File: src/shared/bcache_consts.svh
`ifndef BCACHE_CONSTS_SVH
`define BCACHE_CONSTS_SVH

// ==========================================================
// widths
`define BC_TAG_W          19
`define BC_INDEX_W        22
`define BC_SHAPE_W        9
`define BC_CNT_W          4
`define BC_DELAY_W        3
`define BC_HIST_W         8
`define BC_ADDR_W         12

// ==========================================================
// sequencing counts
`define BC_WRITE_CYCLES   10
`define BC_READ_CYCLES    2
`define BC_RATIO_MIN      4'h3
`define BC_RATIO_RESET    4'h3

// ==========================================================
// register map
`define BC_CTRL_OFF       12'h000
`define BC_STAT_OFF       12'h004
`define BC_CTRL_RESET     32'h0000_01FF
`define BC_CTRL_MASK      32'h0400_01FF
`define BC_CTRL_STRAM_BIT 26
`define BC_CTRL_SHAPE_LSB 0
`define BC_ST_BUSY_BIT    0
`define BC_ST_PERR_BIT    1
`define BC_ST_LOCK_BIT    2
`define BC_ST_VICTIM_BIT  3
`define BC_ST_RATIO_LSB   4
`define BC_ST_DELAY_LSB   8

`endif

File: src/shared/bcache_pkg.sv
package bcache_pkg;
`include "bcache_consts.svh"

  typedef enum logic [1:0] {
    OP_PRIV_READ  = 2'b00,
    OP_PRIV_WRITE = 2'b01,
    OP_READ       = 2'b10,
    OP_FILL       = 2'b11
  } op_e;

  typedef enum logic [1:0] {
    ST_IDLE  = 2'b00,
    ST_READ  = 2'b01,
    ST_WRITE = 2'b10
  } state_e;

  typedef struct packed {
    logic [`BC_TAG_W-1:0] addr;
    logic                 valid;
    logic                 shared;
    logic                 dirty;
    logic                 state_par;
    logic                 addr_par;
  } tag_bus_s;

  typedef struct packed {
    op_e                    kind;
    logic [`BC_INDEX_W-1:0] index;
    logic [`BC_TAG_W-1:0]   tag;
    logic                   valid;
    logic                   shared;
    logic                   dirty;
    logic                   lock;
    logic                   victim;
  } cmd_s;

  typedef struct packed {
    logic     hit;
    logic     parity_error;
    logic     lock_flag;
    tag_bus_s tag;
  } rsp_s;

  typedef struct packed {
    logic [3:0]             ratio;
    logic [`BC_DELAY_W-1:0] delay;
    logic [`BC_CNT_W-1:0]   cnt;
    logic                   primary;
    logic [`BC_HIST_W-1:0]  hist;
    logic                   mch;
  } clk_state_s;

  typedef struct packed {
    state_e               st;
    logic [`BC_CNT_W-1:0] cnt;
    cmd_s                 cmd;
    tag_bus_s             tag_out;
    logic [31:0]          ctrl;
    logic                 perr_sticky;
    logic                 lock_last;
    logic                 rsp_valid;
    rsp_s                 rsp;
    logic                 perr_pulse;
    logic [31:0]          prdata;
    logic                 pslverr;
  } ctl_state_s;

endpackage

File: src/design/board_clock_gen.sv
`timescale 1ns/1ps
`include "bcache_consts.svh"

module board_clock_gen (
  // clock and reset
  input  wire logic                   i_clock,
  input  wire logic                   i_srst,
  // initialization straps
  input  wire logic [3:0]             i_system_irq_lines,
  input  wire logic                   i_machine_check_request,
  input  wire logic                   i_halt_request,
  input  wire logic                   i_power_fail_request,
  // board clocks
  output logic                        o_board_clock_primary_p,
  output logic                        o_board_clock_primary_n,
  output logic                        o_board_clock_delayed_p,
  output logic                        o_board_clock_delayed_n,
  // settings and normal-mode request
  output logic [3:0]                  o_ratio,
  output logic [`BC_DELAY_W-1:0]      o_delay,
  output logic                        o_machine_check
);

  bcache_pkg::clk_state_s q;
  bcache_pkg::clk_state_s d;

  // codes below the least ratio are not legal; run at the least one
  function automatic logic [3:0] clamp_ratio(input logic [3:0] r);
    clamp_ratio = (r < `BC_RATIO_MIN) ? `BC_RATIO_MIN : r;
  endfunction

  // ==========================================================
  // straps sampled on every clock edge while reset is high, so the last one counts
  always_comb begin
    d = q;
    if (i_srst) begin
      d.ratio   = clamp_ratio(i_system_irq_lines);
      d.delay   = {i_machine_check_request, i_halt_request, i_power_fail_request};
      // park at the period end so the first high phase after reset is full length
      d.cnt     = d.ratio - 4'h1;
      d.primary = 1'b0;
      d.hist    = '0;
      d.mch     = 1'b0;
    end else begin
      d.cnt     = (q.cnt >= q.ratio - 4'h1) ? '0 : q.cnt + 4'h1;
      d.primary = (d.cnt < (q.ratio >> 1));
      d.hist    = {q.hist[`BC_HIST_W-2:0], q.primary};
      d.mch     = i_machine_check_request;
    end
  end

  always_ff @(posedge i_clock) begin
    q <= d;
  end

  // ==========================================================
  // outputs
  assign o_board_clock_primary_p = q.primary;
  assign o_board_clock_primary_n = ~q.primary;
  assign o_board_clock_delayed_p = (q.delay == '0) ? q.primary : q.hist[q.delay - 3'h1];
  assign o_board_clock_delayed_n = ~o_board_clock_delayed_p;
  assign o_ratio                 = q.ratio;
  assign o_delay                 = q.delay;
  assign o_machine_check         = q.mch;

endmodule // board_clock_gen

File: src/design/bcache_tag_ctrl.sv
// The placing of the registers and register access over APB were decided locally.
`timescale 1ns/1ps
`include "bcache_consts.svh"

module bcache_tag_ctrl #(
  parameter int unsigned READ_CYCLES = `BC_READ_CYCLES
) (
  // clock and reset
  input  wire logic                      i_clock,
  input  wire logic                      i_srst,
  // apb slave
  input  wire logic [`BC_ADDR_W-1:0]     i_paddr,
  input  wire logic                      i_psel,
  input  wire logic                      i_penable,
  input  wire logic                      i_pwrite,
  input  wire logic [31:0]               i_pwdata,
  output logic                           o_pready,
  output logic [31:0]                    o_prdata,
  output logic                           o_pslverr,
  // command and response
  input  wire logic                      i_cmd_valid,
  input  wire bcache_pkg::cmd_s          i_cmd,
  output logic                           o_cmd_ready,
  output logic                           o_rsp_valid,
  output bcache_pkg::rsp_s               o_rsp,
  output logic                           o_tag_parity_error,
  // tag ram pins
  input  wire bcache_pkg::tag_bus_s      i_tag,
  output bcache_pkg::tag_bus_s           o_tag,
  output logic                           o_tag_oe_n,
  output logic [`BC_INDEX_W-1:0]         o_index,
  output logic                           o_tag_ram_oe,
  output logic                           o_tag_ram_we,
  output logic                           o_data_ram_oe,
  output logic                           o_data_ram_we,
  input  wire logic                      i_cache_strobe_polarity,
  // sync ram clocks
  output logic                           o_stram_clock_a,
  output logic                           o_stram_clock_b,
  // system signals
  input  wire logic                      i_external_lock_flag,
  output logic                           o_victim_flag,
  input  wire logic [3:0]                i_system_irq_lines,
  input  wire logic                      i_machine_check_request,
  input  wire logic                      i_halt_request,
  input  wire logic                      i_power_fail_request,
  output logic                           o_machine_check,
  // board clocks
  output logic                           o_board_clock_primary_p,
  output logic                           o_board_clock_primary_n,
  output logic                           o_board_clock_delayed_p,
  output logic                           o_board_clock_delayed_n
);

  localparam logic [`BC_CNT_W-1:0] READ_LAST  = `BC_CNT_W'(READ_CYCLES - 1);
  localparam logic [`BC_CNT_W-1:0] WRITE_LAST = `BC_CNT_W'(`BC_WRITE_CYCLES - 1);

  bcache_pkg::ctl_state_s q;
  bcache_pkg::ctl_state_s d;

  logic [3:0]             ratio;
  logic [`BC_DELAY_W-1:0] delay;
  logic                   oe_raw;
  logic                   we_raw;
  logic                   sys_op;
  logic                   priv_edge;
  logic                   state_bad;
  logic                   addr_bad;
  logic                   setup;
  logic                   access;
  logic [31:0]            stat_word;
  logic [`BC_SHAPE_W-1:0] shape;

  // ==========================================================
  // board clocks
  board_clock_gen u_clk (
    .i_clock                 (i_clock),
    .i_srst                  (i_srst),
    .i_system_irq_lines      (i_system_irq_lines),
    .i_machine_check_request (i_machine_check_request),
    .i_halt_request          (i_halt_request),
    .i_power_fail_request    (i_power_fail_request),
    .o_board_clock_primary_p (o_board_clock_primary_p),
    .o_board_clock_primary_n (o_board_clock_primary_n),
    .o_board_clock_delayed_p (o_board_clock_delayed_p),
    .o_board_clock_delayed_n (o_board_clock_delayed_n),
    .o_ratio                 (ratio),
    .o_delay                 (delay),
    .o_machine_check         (o_machine_check)
  );

  // ==========================================================
  // odd parity and write decode helpers
  function automatic logic odd_par(input logic [`BC_TAG_W-1:0] v);
    odd_par = ~^v;
  endfunction

  function automatic logic is_write(input bcache_pkg::op_e k);
    is_write = (k == bcache_pkg::OP_PRIV_WRITE) || (k == bcache_pkg::OP_FILL);
  endfunction

  // parity error on the bits seen at the pins, pins plus parity must be odd
  assign state_bad = ~^{i_tag.valid, i_tag.shared, i_tag.dirty, i_tag.state_par};
  assign addr_bad  = ~^{i_tag.addr, i_tag.addr_par};
  assign shape     = q.ctrl[`BC_CTRL_SHAPE_LSB +: `BC_SHAPE_W];

  // ==========================================================
  // apb decode
  assign setup  = i_psel & ~i_penable;
  assign access = i_psel & i_penable;

  always_comb begin
    stat_word                                         = '0;
    stat_word[`BC_ST_BUSY_BIT]                        = (q.st != bcache_pkg::ST_IDLE);
    stat_word[`BC_ST_PERR_BIT]                        = q.perr_sticky;
    stat_word[`BC_ST_LOCK_BIT]                        = q.lock_last;
    stat_word[`BC_ST_VICTIM_BIT]                      = o_victim_flag;
    stat_word[`BC_ST_RATIO_LSB +: 4]                  = ratio;
    stat_word[`BC_ST_DELAY_LSB +: `BC_DELAY_W]        = delay;
  end

  // ==========================================================
  // sequencer and registers
  always_comb begin
    d            = q;
    d.rsp_valid  = 1'b0;
    d.perr_pulse = 1'b0;

    // read data is captured in setup so that it comes from a flop
    if (setup) begin
      d.pslverr = 1'b0;
      case (i_paddr)
        `BC_CTRL_OFF: d.prdata = q.ctrl;
        `BC_STAT_OFF: d.prdata = stat_word;
        default: begin
          d.prdata  = '0;
          d.pslverr = 1'b1;
        end
      endcase
    end
    if (access && i_pwrite && (i_paddr == `BC_CTRL_OFF)) begin
      d.ctrl = i_pwdata & `BC_CTRL_MASK;
    end
    if (access && i_pwrite && (i_paddr == `BC_STAT_OFF) && i_pwdata[`BC_ST_PERR_BIT]) begin
      d.perr_sticky = 1'b0;
    end

    case (q.st)
      bcache_pkg::ST_IDLE: begin
        if (i_cmd_valid) begin
          d.cmd                = i_cmd;
          d.cnt                = '0;
          d.tag_out.addr       = i_cmd.tag;
          d.tag_out.valid      = i_cmd.valid;
          d.tag_out.shared     = i_cmd.shared;
          d.tag_out.dirty      = i_cmd.dirty;
          d.tag_out.state_par  = ~^{i_cmd.valid, i_cmd.shared, i_cmd.dirty};
          d.tag_out.addr_par   = odd_par(i_cmd.tag);
          d.st                 = is_write(i_cmd.kind) ? bcache_pkg::ST_WRITE : bcache_pkg::ST_READ;
        end
      end
      bcache_pkg::ST_READ: begin
        d.cnt = q.cnt + `BC_CNT_W'(1);
        if (q.cnt == READ_LAST) begin
          d.st                   = bcache_pkg::ST_IDLE;
          d.rsp_valid            = 1'b1;
          d.rsp.tag              = i_tag;
          d.rsp.parity_error     = state_bad | addr_bad;
          d.rsp.hit              = i_tag.valid & ~(state_bad | addr_bad) & (i_tag.addr == q.cmd.tag);
          d.rsp.lock_flag        = 1'b0;
          d.perr_pulse           = state_bad | addr_bad;
        end
      end
      bcache_pkg::ST_WRITE: begin
        d.cnt = q.cnt + `BC_CNT_W'(1);
        if (q.cnt == WRITE_LAST) begin
          d.st                 = bcache_pkg::ST_IDLE;
          d.rsp_valid          = 1'b1;
          d.rsp.tag            = (q.cmd.kind == bcache_pkg::OP_FILL) ? i_tag : q.tag_out;
          d.rsp.parity_error   = 1'b0;
          // a fill reports whether the system marked the block valid
          d.rsp.hit            = (q.cmd.kind == bcache_pkg::OP_FILL) ? i_tag.valid : 1'b1;
          d.rsp.lock_flag      = (q.cmd.kind == bcache_pkg::OP_FILL) &
                                 i_external_lock_flag & q.cmd.lock;
          if (q.cmd.kind == bcache_pkg::OP_FILL) begin
            d.lock_last = i_external_lock_flag & q.cmd.lock;
          end
        end
      end
      default: d.st = bcache_pkg::ST_IDLE;
    endcase

    // set wins over a same-cycle software clear
    if (d.perr_pulse) begin
      d.perr_sticky = 1'b1;
    end

    if (i_srst) begin
      d      = '0;
      d.st   = bcache_pkg::ST_IDLE;
      d.ctrl = `BC_CTRL_RESET;
    end
  end

  always_ff @(posedge i_clock) begin
    q <= d;
  end

  // ==========================================================
  // strobes
  assign oe_raw = (q.st == bcache_pkg::ST_READ);
  assign we_raw = (q.st == bcache_pkg::ST_WRITE) && (q.cnt != '0) &&
                  shape[q.cnt - `BC_CNT_W'(1)];

  // polarity strap is static, so a plain xor is glitch-safe enough here
  assign o_tag_ram_oe  = oe_raw ^ i_cache_strobe_polarity;
  assign o_tag_ram_we  = we_raw ^ i_cache_strobe_polarity;
  assign o_data_ram_oe = oe_raw ^ i_cache_strobe_polarity;
  assign o_data_ram_we = we_raw ^ i_cache_strobe_polarity;

  assign o_tag      = q.tag_out;
  assign o_tag_oe_n = ~((q.st == bcache_pkg::ST_WRITE) && (q.cmd.kind == bcache_pkg::OP_PRIV_WRITE));
  assign o_index    = q.cmd.index;

  // ==========================================================
  // sync ram clock
  assign sys_op    = (q.cmd.kind == bcache_pkg::OP_READ) || (q.cmd.kind == bcache_pkg::OP_FILL);
  // private reads and writes get one pulse in their second cycle, while the index stands
  assign priv_edge = (q.cnt == `BC_CNT_W'(1));
  assign o_stram_clock_a = q.ctrl[`BC_CTRL_STRAM_BIT] && (q.st != bcache_pkg::ST_IDLE) &&
                           (sys_op ? o_board_clock_primary_p : priv_edge);
  assign o_stram_clock_b = o_stram_clock_a;

  // ==========================================================
  // remaining outputs
  assign o_victim_flag      = oe_raw && (q.cmd.kind == bcache_pkg::OP_READ) && q.cmd.victim;
  assign o_cmd_ready        = (q.st == bcache_pkg::ST_IDLE);
  assign o_rsp_valid        = q.rsp_valid;
  assign o_rsp              = q.rsp;
  assign o_tag_parity_error = q.perr_pulse;
  assign o_pready           = 1'b1;
  assign o_prdata           = q.prdata;
  assign o_pslverr          = q.pslverr;
endmodule // bcache_tag_ctrl

File: config.mk
export PLATFORM = sky130hd
export DESIGN_NAME = bcache_tag_ctrl
export DESIGN_NICKNAME = d
export VERILOG_FILES = /design/src/shared/bcache_pkg.sv /design/src/design/board_clock_gen.sv /design/src/design/bcache_tag_ctrl.sv
export VERILOG_INCLUDE_DIRS = /design/src /design/src/shared
export SDC_FILE = /design/constraint.sdc
export NUM_CORES = 1
export LEC_CHECK = 0
export ABC_AREA = 1
export BUFFER_PORTS_ARGS = -buffer_cell sky130_fd_sc_hd__buf_4
export CAP_MARGIN = 20
export CORE_ASPECT_RATIO = 1.2
export CORE_MARGIN = 2
export CORE_UTILIZATION = 40
export CTS_CLUSTER_DIAMETER = 80
export DETAILED_ROUTE_END_ITERATION = 10
export HOLD_SLACK_MARGIN = 0.12
export PLACE_DENSITY = 0.62
export SYNTH_ARGS = -nofsm -noshare
export SYNTH_HDL_FRONTEND = slang
export SYNTH_SLANG_ARGS = --single-unit
export TNS_END_PERCENT = 1
File: constraint.sdc
create_clock -name i_clock -period 7.4 [get_ports i_clock]
set_clock_uncertainty 0.2 [all_clocks]
set_input_delay 0 -clock i_clock [delete_from_list [all_inputs] [get_ports i_clock]]
set_output_delay 0 -clock i_clock [all_outputs]
set_load 0.01 [all_outputs]
==> reports/summary.md, run 1 <==
* finished clean — run status
* 0.002693 mm² — sequential cell area
* 40 — count of distinct cell types in the synthesized netlist
* 17 — Num CTS Buffers
* 0.0006057 W — switching power
* 0.06 ns — clock-pin slew on the worst setup and hold paths
* built — clock tree from TritonCTS
* 21.12 mm — total wire length
* 40.93% — initial standard-cell utilization of the core
* 54 — number of placement rows
* 200.9 mW/mm² — cell area power density
* 21.85% — fraction of final layout cells with drive strength greater than 1
* 0.007438 mm² — Post-Synthesis Cell Area
* 0 — warnings from Yosys
* 4.776 — average via count per standard cell
* 0.002073 W — Pwr Total
* 38.72% — post-synthesis to final-layout area growth
* dlygate4sd3_1 -> buf_4 -> nor4_1 -> dlygate4sd3_1 -> nand2_1 -> nor2_2 -> inv_1 -> nor2_1 -> dlygate4sd3_1 -> nor2_1 -> dlygate4sd3_1 — critical-path cell list
* 254 — count of boundary I/O pins
* 0 — number of nets with antenna violations after routing
* 7063 — total via count after detailed routing
* 2 — buffer depth of the longest clock path
* dlygate4sd3_1 — Critical-path top delay cell
* 0 — DRC
* 0 — global route overflow
* 6 — count of buffering cells on the critical path with inverters included
* 1 — initial antenna violation count
* 0 — number of setup violations in the final report
* 0.001468 W — internal power contribution
* 131 — post-synthesis register bit count
* 0.01032 mm² — final design instance area without fill
* 4 — cell count of the worst hold path
* nand2_1, dfxtp_1, inv_1 — top cell types by occurrence after synthesis
* 38.1% — sequential power share
* 6736 — vias in the first global route
* 3.76 ns — Arrival @ worst endpoint
* 33.37% — post-synth top area share
* 153.4 µm — die height
* 210 — quantity of I/O buffers inserted on ports
* 0.008417 mm² — area of placed instances
* 9 — path depth of the worst reg2reg path
* 1.035 ns — measured slew at the worst slew-check pin
* 32.81 mm — first-pass GRT wire length
* 0.58 ns — Critical Path Max Stage Delay
* clkbuf_16 — clock root buffer
* 377 — number of design-rule violations left by the first detailed-router iteration
* dlygate4sd3_1 — cell repeated most along the worst path
* 21.7% — Combinational Power Share
* 128.5 µm — horizontal extent of the die
* 29.21% — proportion of total power due to net switching
* 0.43 ns — clk_lat worst skew
* 30.81% — relative max-transition margin
* dfxtp_1 — area leader, netlist
* 0.01971 mm² — die area
* 7 — number of synthesized flops with an enable pin
* 40.1% — portion of total power attributed to the clock network
* 38.30% — met2 usage
* 0 — post-cts sizing count
* nand2_1 — most frequently used cell type in the post-synthesis netlist
* 273.3 MHz — Max Clk Rate
* 4 — depth of the CTS H-tree
* flip-flop — kind of end point of the critical path
* 7.409 µm² — synthesized area per cell
* 36.20% — sequential area share after synthesis
* 14.29 mm — sum of net half-perimeters after detailed placement
* 4.752 nW — leak pwr
* 5.075% — grt met3 use
* 0% — share of async-settable or async-resettable flops after synthesis
* 0 ns — setup TNS
* 0 — number of post-CTS setup repair buffers
* 49.45% — Tcrit/Tclk final
* 21.16% — global-route total usage across every layer
* 1670 — fill cell total of the finished layout
* 131 — count of clock tree sinks
* 0 — final hold violations
* buffers and inverters — cell class contributing the biggest share of worst-path delay
* input port to flip-flop — critical path class
* 1391 — NumNets Final
* 11 — total number of cells along the worst setup path
* input port — CP startpoint kind
* met2 — busiest layer in global routing
* 71 — largest net degree at the start of global routing
* dfxtp_1 — prevailing post-synth register cell
* 0.01817 mm² — Core Region
* 139.9 µV — Peak supply drop
* dfxtp_1, buf_4, nand2_1 — largest cells by area after synthesis
* 1004 — Post-Syn Instances
* 7.50 ns — Required @ worst endpoint
* input port to flip-flop — type of the worst min-delay path
* 14.28 µm — Routed WL per cell
* 0.003363 mm² — total area of multi-input combinational cells
* 3.659 ns — time the final worst path needs with I/O delays and setup
* 23.82% — Global Route met1 Usage
* 5 — first drt pass iteration count
* 56.77% — end-of-flow core utilization
* 0 — count of maximum capacitance violations
* false — setup repair after global routing missed its margin
* 0 — max-slew violation count
* 18 — crit path max fanout
* 0.8166 — final weighted congestion of routability-driven global placement
-- repair_timing --
action                                 CTS  global route
endpoints found under the hold margin  137             0
setup endpoints to repair                0             0
hold buffers                           133             0
-- placed cells by master, fill, tap and decap left out, drive strengths merged --
| master | n |
|---|---|
| nor3 | 13 |
| or2 | 2 |
| ha | 18 |
| o32ai | 1 |
| and3 | 1 |
| clkinvlp | 5 |
| o31ai | 1 |
| nand4 | 10 |
| dfxtp | 124 |
| a41oi | 1 |
| xnor2 | 25 |
| dlygate4sd3 | 133 |
| diode | 1 |
| o21ai | 86 |
| bufinv | 2 |
| o221ai | 8 |
| nand2 | 173 |
| a211oi | 1 |
| o22ai | 14 |
| a21boi | 2 |
| a21oi | 69 |
| o211ai | 23 |
| clkinv | 4 |
| nand3b | 1 |
| edfxtp | 7 |
| and2 | 1 |
| nand3 | 24 |
| clkbuf | 19 |
| conb | 21 |
| nor2 | 102 |
| xor2 | 22 |
| nor4 | 4 |
| inv | 122 |
| o311ai | 1 |
| buf | 214 |
-- routing by layer --
metal | up-vias | wire [µm]
li1 | 3584 | -
met1 | 3251 | 8604
met2 | 201 | 10950
met3 | 27 | 1184
met4 | 0 | 381
met5 | - | 0
-- cell families after synthesis --
logic type	Yosys count	share of synthesized area, %
AO/OA/AOI/OAI	207	16.77
XOR/XNOR	47	5.534
adder cells (fa/ha/maj)	18	3.028
buffers and inverters	268	19.58
flip-flops	131	36.20
other	2	0.1010
AND/OR/NAND/NOR	331	18.79
-- power by group through the flow --
stage	logic, W	registers, W	clock network, W
global route	0.000500	0.000797	0.000874
CTS	0.000450	0.000791	0.000843
detailed placement	0.000398	0.000806	0
global placement	0.000391	0.000805	0
finish	0.000451	0.000791	0.000832
floorplan	0.000278	0.000797	0
-- stage by stage --
stage / std cells / setup WS (ns) / hold slack, ns
floorplan: 1023 / 5.085 / -0.1129
global placement: 1313 / 4.647 / -0.02017
detailed placement: 1314 / 4.598 / -0.02079
CTS: 1478 / 3.796 / 0.1435
global route: 1479 / 3.540 / 0.1927
finish: 1479 / 3.741 / 0.1756
-- flip-flops by register name (all words and copies together), names as in the netlist, 3 cells and up --
register and flops:
o_tag 24, o_rsp 27, q 22, u_clk.q 12
u_clk.o_delay 3, o_index 22, u_clk.o_ratio 4, o_prdata 12
-- final cells by class --
class	instances	area share, %
repair buffers	347	28.67
inverters	121	4.402
well taps	224	2.716
clock inverters	12	1.310
multi-input cells	624	32.59
clock buffers	19	4.195
diodes	1	0.02425
flip-flops and latches	131	26.09
-- worst reg2reg max path, stage by stage, from the launching register on --
cell and delay [ns]:
dfxtp_1 0.58, ha_1 0.22, inv_1 0.06, nor3_2 0.17
inv_2 0.07, nor2_4 0.14, nand2_1 0.61, o21ai_0 0.52
nand2_1 0.09, a21oi_1 0.13
-- final timing paths --
check               endpoint  slack [ns]  startpoint
setup / recovery       q[90]        3.74  i_paddr[1]
hold / removal    o_index[3]        0.18   i_cmd[27]
setup reg to reg    o_rsp[2]        4.57      q[168]
hold reg to reg   u_clk.q[5]        0.22  u_clk.q[4]
(Power assumes the default switching activity.)
==> run 2, diff against run 1 <==
--- a/config.mk
+++ b/config.mk
@@ -6,7 +6,7 @@
 export SDC_FILE = /design/constraint.sdc
 export NUM_CORES = 1
 export LEC_CHECK = 0
-export ABC_AREA = 1
+export ABC_AREA = 0
 export BUFFER_PORTS_ARGS = -buffer_cell sky130_fd_sc_hd__buf_4
 export CAP_MARGIN = 20
 export CORE_ASPECT_RATIO = 1.2
@@ -15,7 +15,7 @@
 export CTS_CLUSTER_DIAMETER = 80
 export DETAILED_ROUTE_END_ITERATION = 10
 export HOLD_SLACK_MARGIN = 0.12
-export PLACE_DENSITY = 0.62
+export PLACE_DENSITY = 0.65
 export SYNTH_ARGS = -nofsm -noshare
 export SYNTH_HDL_FRONTEND = slang
 export SYNTH_SLANG_ARGS = --single-unit
==> constraint.sdc (replaced) <==
create_clock -name i_clock -period 3.1 [get_ports i_clock]
set_clock_uncertainty 0.2 [all_clocks]
set_input_delay 0 -clock i_clock [delete_from_list [all_inputs] [get_ports i_clock]]
set_output_delay 0 -clock i_clock [all_outputs]
set_load 0.01 [all_outputs]
==> run 2 against run 1 <==
Effect of this change:
- non-clock buffer count is 32 higher
- register-to-register slack worse by 4.4 ns
- via count is 7.5% lower
- highest routed layer unchanged
==> reports/summary.md, run 2 <==
* 0 — initial antenna violation count, -1
* 0 — number of nets with antenna violations after routing, unchanged
* 4.325 nW — leak pwr, -9.0%
* 832 — Post-Syn Instances, -17%
* u_clk.o_board_clock_primary_p — endpoint of the worst register-to-register path
* 17 — Num CTS Buffers, unchanged
* 95.88% — Tcrit/Tclk final
* 0.008139 mm² — area of placed instances, -3.3%
* 53 — number of placement rows, -1.9%
* 336.4 MHz — Max Clk Rate
* 45.12% — post-synthesis to final-layout area growth
* 0 — count of maximum capacitance violations, unchanged
* 23.96% — Global Route met1 Usage, +0.15 points
* finished clean — run status
* 0 — number of setup violations in the final report, unchanged
* input port to flip-flop — critical path class
* clkbuf_16 — clock root buffer
* 41.32% — met2 usage, +3.0 points
* dfxtp_1 — prevailing post-synth register cell
* 37.71% — sequential area share after synthesis, +1.5 points
* 0.01894 mm² — die area, -3.9%
* true — setup repair after global routing missed its margin
* 6602 — vias in the first global route, -2.0%
* 400.0 µV — Peak supply drop, +190%
* input port — CP startpoint kind
* 131 — count of clock tree sinks, unchanged
* 13 — path depth of the worst reg2reg path, +4
* met2 — busiest layer in global routing
* buf_4 — most common cell after layout, fill and taps aside
* 12 — crit path max fanout, -6
* 0 — DRC, unchanged
* 0.1276 ns — final setup slack of the worst path, -3.613 ns
* 40.79% — initial standard-cell utilization of the core, -0.14 points
* 6531 — total via count after detailed routing, -7.5%
* 2 — cell count of the worst hold path, -2
* built — clock tree from TritonCTS
* 0 — final hold violations, unchanged
* 2.972 ns — time the final worst path needs with I/O delays and setup
* 21.02 mm — total wire length, -0.47%
* i_system_irq_lines[2] — Hold Startpoint
* 57 — largest net degree at the start of global routing, -20%
* 4 — depth of the CTS H-tree, unchanged
* 0.21 ns — r2r setup slk, -4.36 ns
* 483.6 mW/mm² — cell area power density, +140%
* flip-flop — kind of end point of the critical path
* dfxtp_1, nand2_1, buf_4 — top cell types by occurrence after synthesis
* 4 — first drt pass iteration count, -1
* dfxtp_1 — area leader, netlist
* 55 — count of distinct cell types in the synthesized netlist, +38%
* 0.03196 ns — Post-Place Worst Slack, -4.567 ns
* 22.21% — global-route total usage across every layer, +1.1 points
* 0.8401 — final weighted congestion of routability-driven global placement, +2.9%
* dfxtp_1 — most frequently used cell type in the post-synthesis netlist
* 0 — max-slew violation count, unchanged
* 210 — quantity of I/O buffers inserted on ports, unchanged
* 2 — buffer depth of the longest clock path, unchanged
* 33.19 mm — first-pass GRT wire length, +1.2%
* 4.925 — average via count per standard cell, +3.1%
* 8.582 µm² — synthesized area per cell, +16%
* 15.85 µm — Routed WL per cell, +11%
* 0.01751 mm² — Core Region, -3.7%
* buf_4, dlygate4sd3_1, dfxtp_1 — commonest cells after routing, fill and taps aside
* 254 — count of boundary I/O pins, unchanged
* 1242 — NumNets Final, -11%
* 34.76% — post-synth top area share, +1.4 points
* 0.42 ns — clk_lat worst skew, about the same
* 7 — number of synthesized flops with an enable pin, unchanged
* 0.6499 ns — measured slew at the worst slew-check pin, -0.3854 ns
* u_clk.o_ratio[2] — worst hold endpoint
* 0 — global route overflow, unchanged
* 352 — number of design-rule violations left by the first detailed-router iteration, -6.6%
* 126.0 µm — horizontal extent of the die, -2.0%
* 56.67% — relative max-transition margin, +26 points
* dfxtp_1, buf_4, xnor2_1 — largest cells by area after synthesis
* 0.007141 mm² — Post-Synthesis Cell Area, -4.0%
* 0.06 ns — clock-pin slew on the worst setup and hold paths, about the same
* 3.13 ns — Arrival @ worst endpoint, -0.63 ns
* 5.828% — grt met3 use, +0.75 points
* 0% — share of async-settable or async-resettable flops after synthesis, unchanged
* 0 — number of diodes added for antenna fixing, -1
* u_clk.o_ratio[0] — startpoint of the worst register-to-register path
* 131 — post-synthesis register bit count, unchanged
* 27 — max reg flops, unchanged
* 0.01036 mm² — final design instance area without fill, +0.42%
* 0 — warnings from Yosys, unchanged
* 14.05 mm — sum of net half-perimeters after detailed placement, -1.7%
* 150.4 µm — die height, -2.0%
* 3.26 ns — Required @ worst endpoint, -4.24 ns
* 25.14% — fraction of final layout cells with drive strength greater than 1, +3.3 points
* input port to flip-flop — type of the worst min-delay path
[run 2: cell type report]
class | count | area (µm²)
flip-flops and latches | 131 | 2693
well taps | 220 | 275.3
clock inverters | 9 | 95.09
multi-input cells | 546 | 3472
fillers | 1550 | 7144
clock buffers | 23 | 509.2
inverters | 18 | 67.56
repair buffers | 379 | 3251
[run 2: metrics by stage]
| step | total power, W | hold WS, ns | utilization (%) | std cells | setup TNS [ns] |
|---|---|---|---|---|---|
| after floorplan | 0.002532 | -0.1129 | - | 851 | 0 |
| after global placement | 0.002832 | -0.02186 | 46.49 | 1135 | 0 |
| after detailed placement | 0.002842 | -0.01165 | 46.49 | 1135 | 0 |
| after CTS | 0.005022 | 0.1384 | 58.92 | 1324 | 0 |
| after global routing | 0.005257 | 0.1759 | 59.19 | 1326 | -0.05453 |
| final | 0.005011 | 0.1594 | 59.19 | 1326 | 0 |
[run 2: worst max-delay path by stage]
stage | start | end | slack (ns) | depth (start not counted)
after floorplan | u_clk.o_ratio[0] | u_clk.o_board_clock_primary_p | 0.25 | 13
after global placement | u_clk.o_ratio[0] | u_clk.o_board_clock_primary_p | 0.07 | 13
after detailed placement | u_clk.o_ratio[0] | u_clk.o_board_clock_primary_p | 0.03 | 13
after CTS | u_clk.o_ratio[0] | u_clk.o_board_clock_primary_p | 0.05 | 13
after global routing | u_clk.o_ratio[0] | u_clk.o_board_clock_primary_p | -0.05 | 13
final | i_penable | o_prdata[10] | 0.13 | 8
[run 2: power by group]
part	internal, W	switching [W]	leakage [nW]
Clock	0.00124	0.000771	0.283
Combinational	0.000593	0.000521	2.96
Sequential	0.00179	0.0000938	1.08
[run 2: kinds of logic (layout without fill, tap and decap cells)]
group	Yosys count	count (layout)	share of synthesized area, %
compound gates	167	167	15.54
simple gates	256	256	16.75
buf+inv	174	429	15.05
other cells	2	21	0.1052
flops	131	131	37.71
mux	18	18	3.189
xor+xnor	66	66	8.498
fa+ha+maj	18	18	3.154
[run 2: critical path, stage by stage]
cell and delay [ns]:
dlygate4sd3_1 0.54, buf_4 0.14, nor2b_1 0.17, dlygate4sd3_1 0.86
nand4_1 0.13, dlygate4sd3_1 0.58, a21oi_1 0.14, dlygate4sd3_1 0.56
[run 2: routing by layer]
layer	up-vias	routed length [µm]	share of wire, %
li1	3222	-	-
met4	0	515	2.4
met3	30	1123	5.3
met2	203	11300	54
met5	-	0	0
met1	3076	8082	38
[run 2: repair_timing]
| item | in CTS | in global routing |
|---|---|---|
| endpoints found under the setup margin | 1 | 11 |
| endpoints found under the hold margin | 139 | 0 |
| pin swaps | 0 | 4 |
| resized for setup | 1 | 6 |
| hold buffers | 157 | 0 |
| buffers inserted | 0 | 2 |
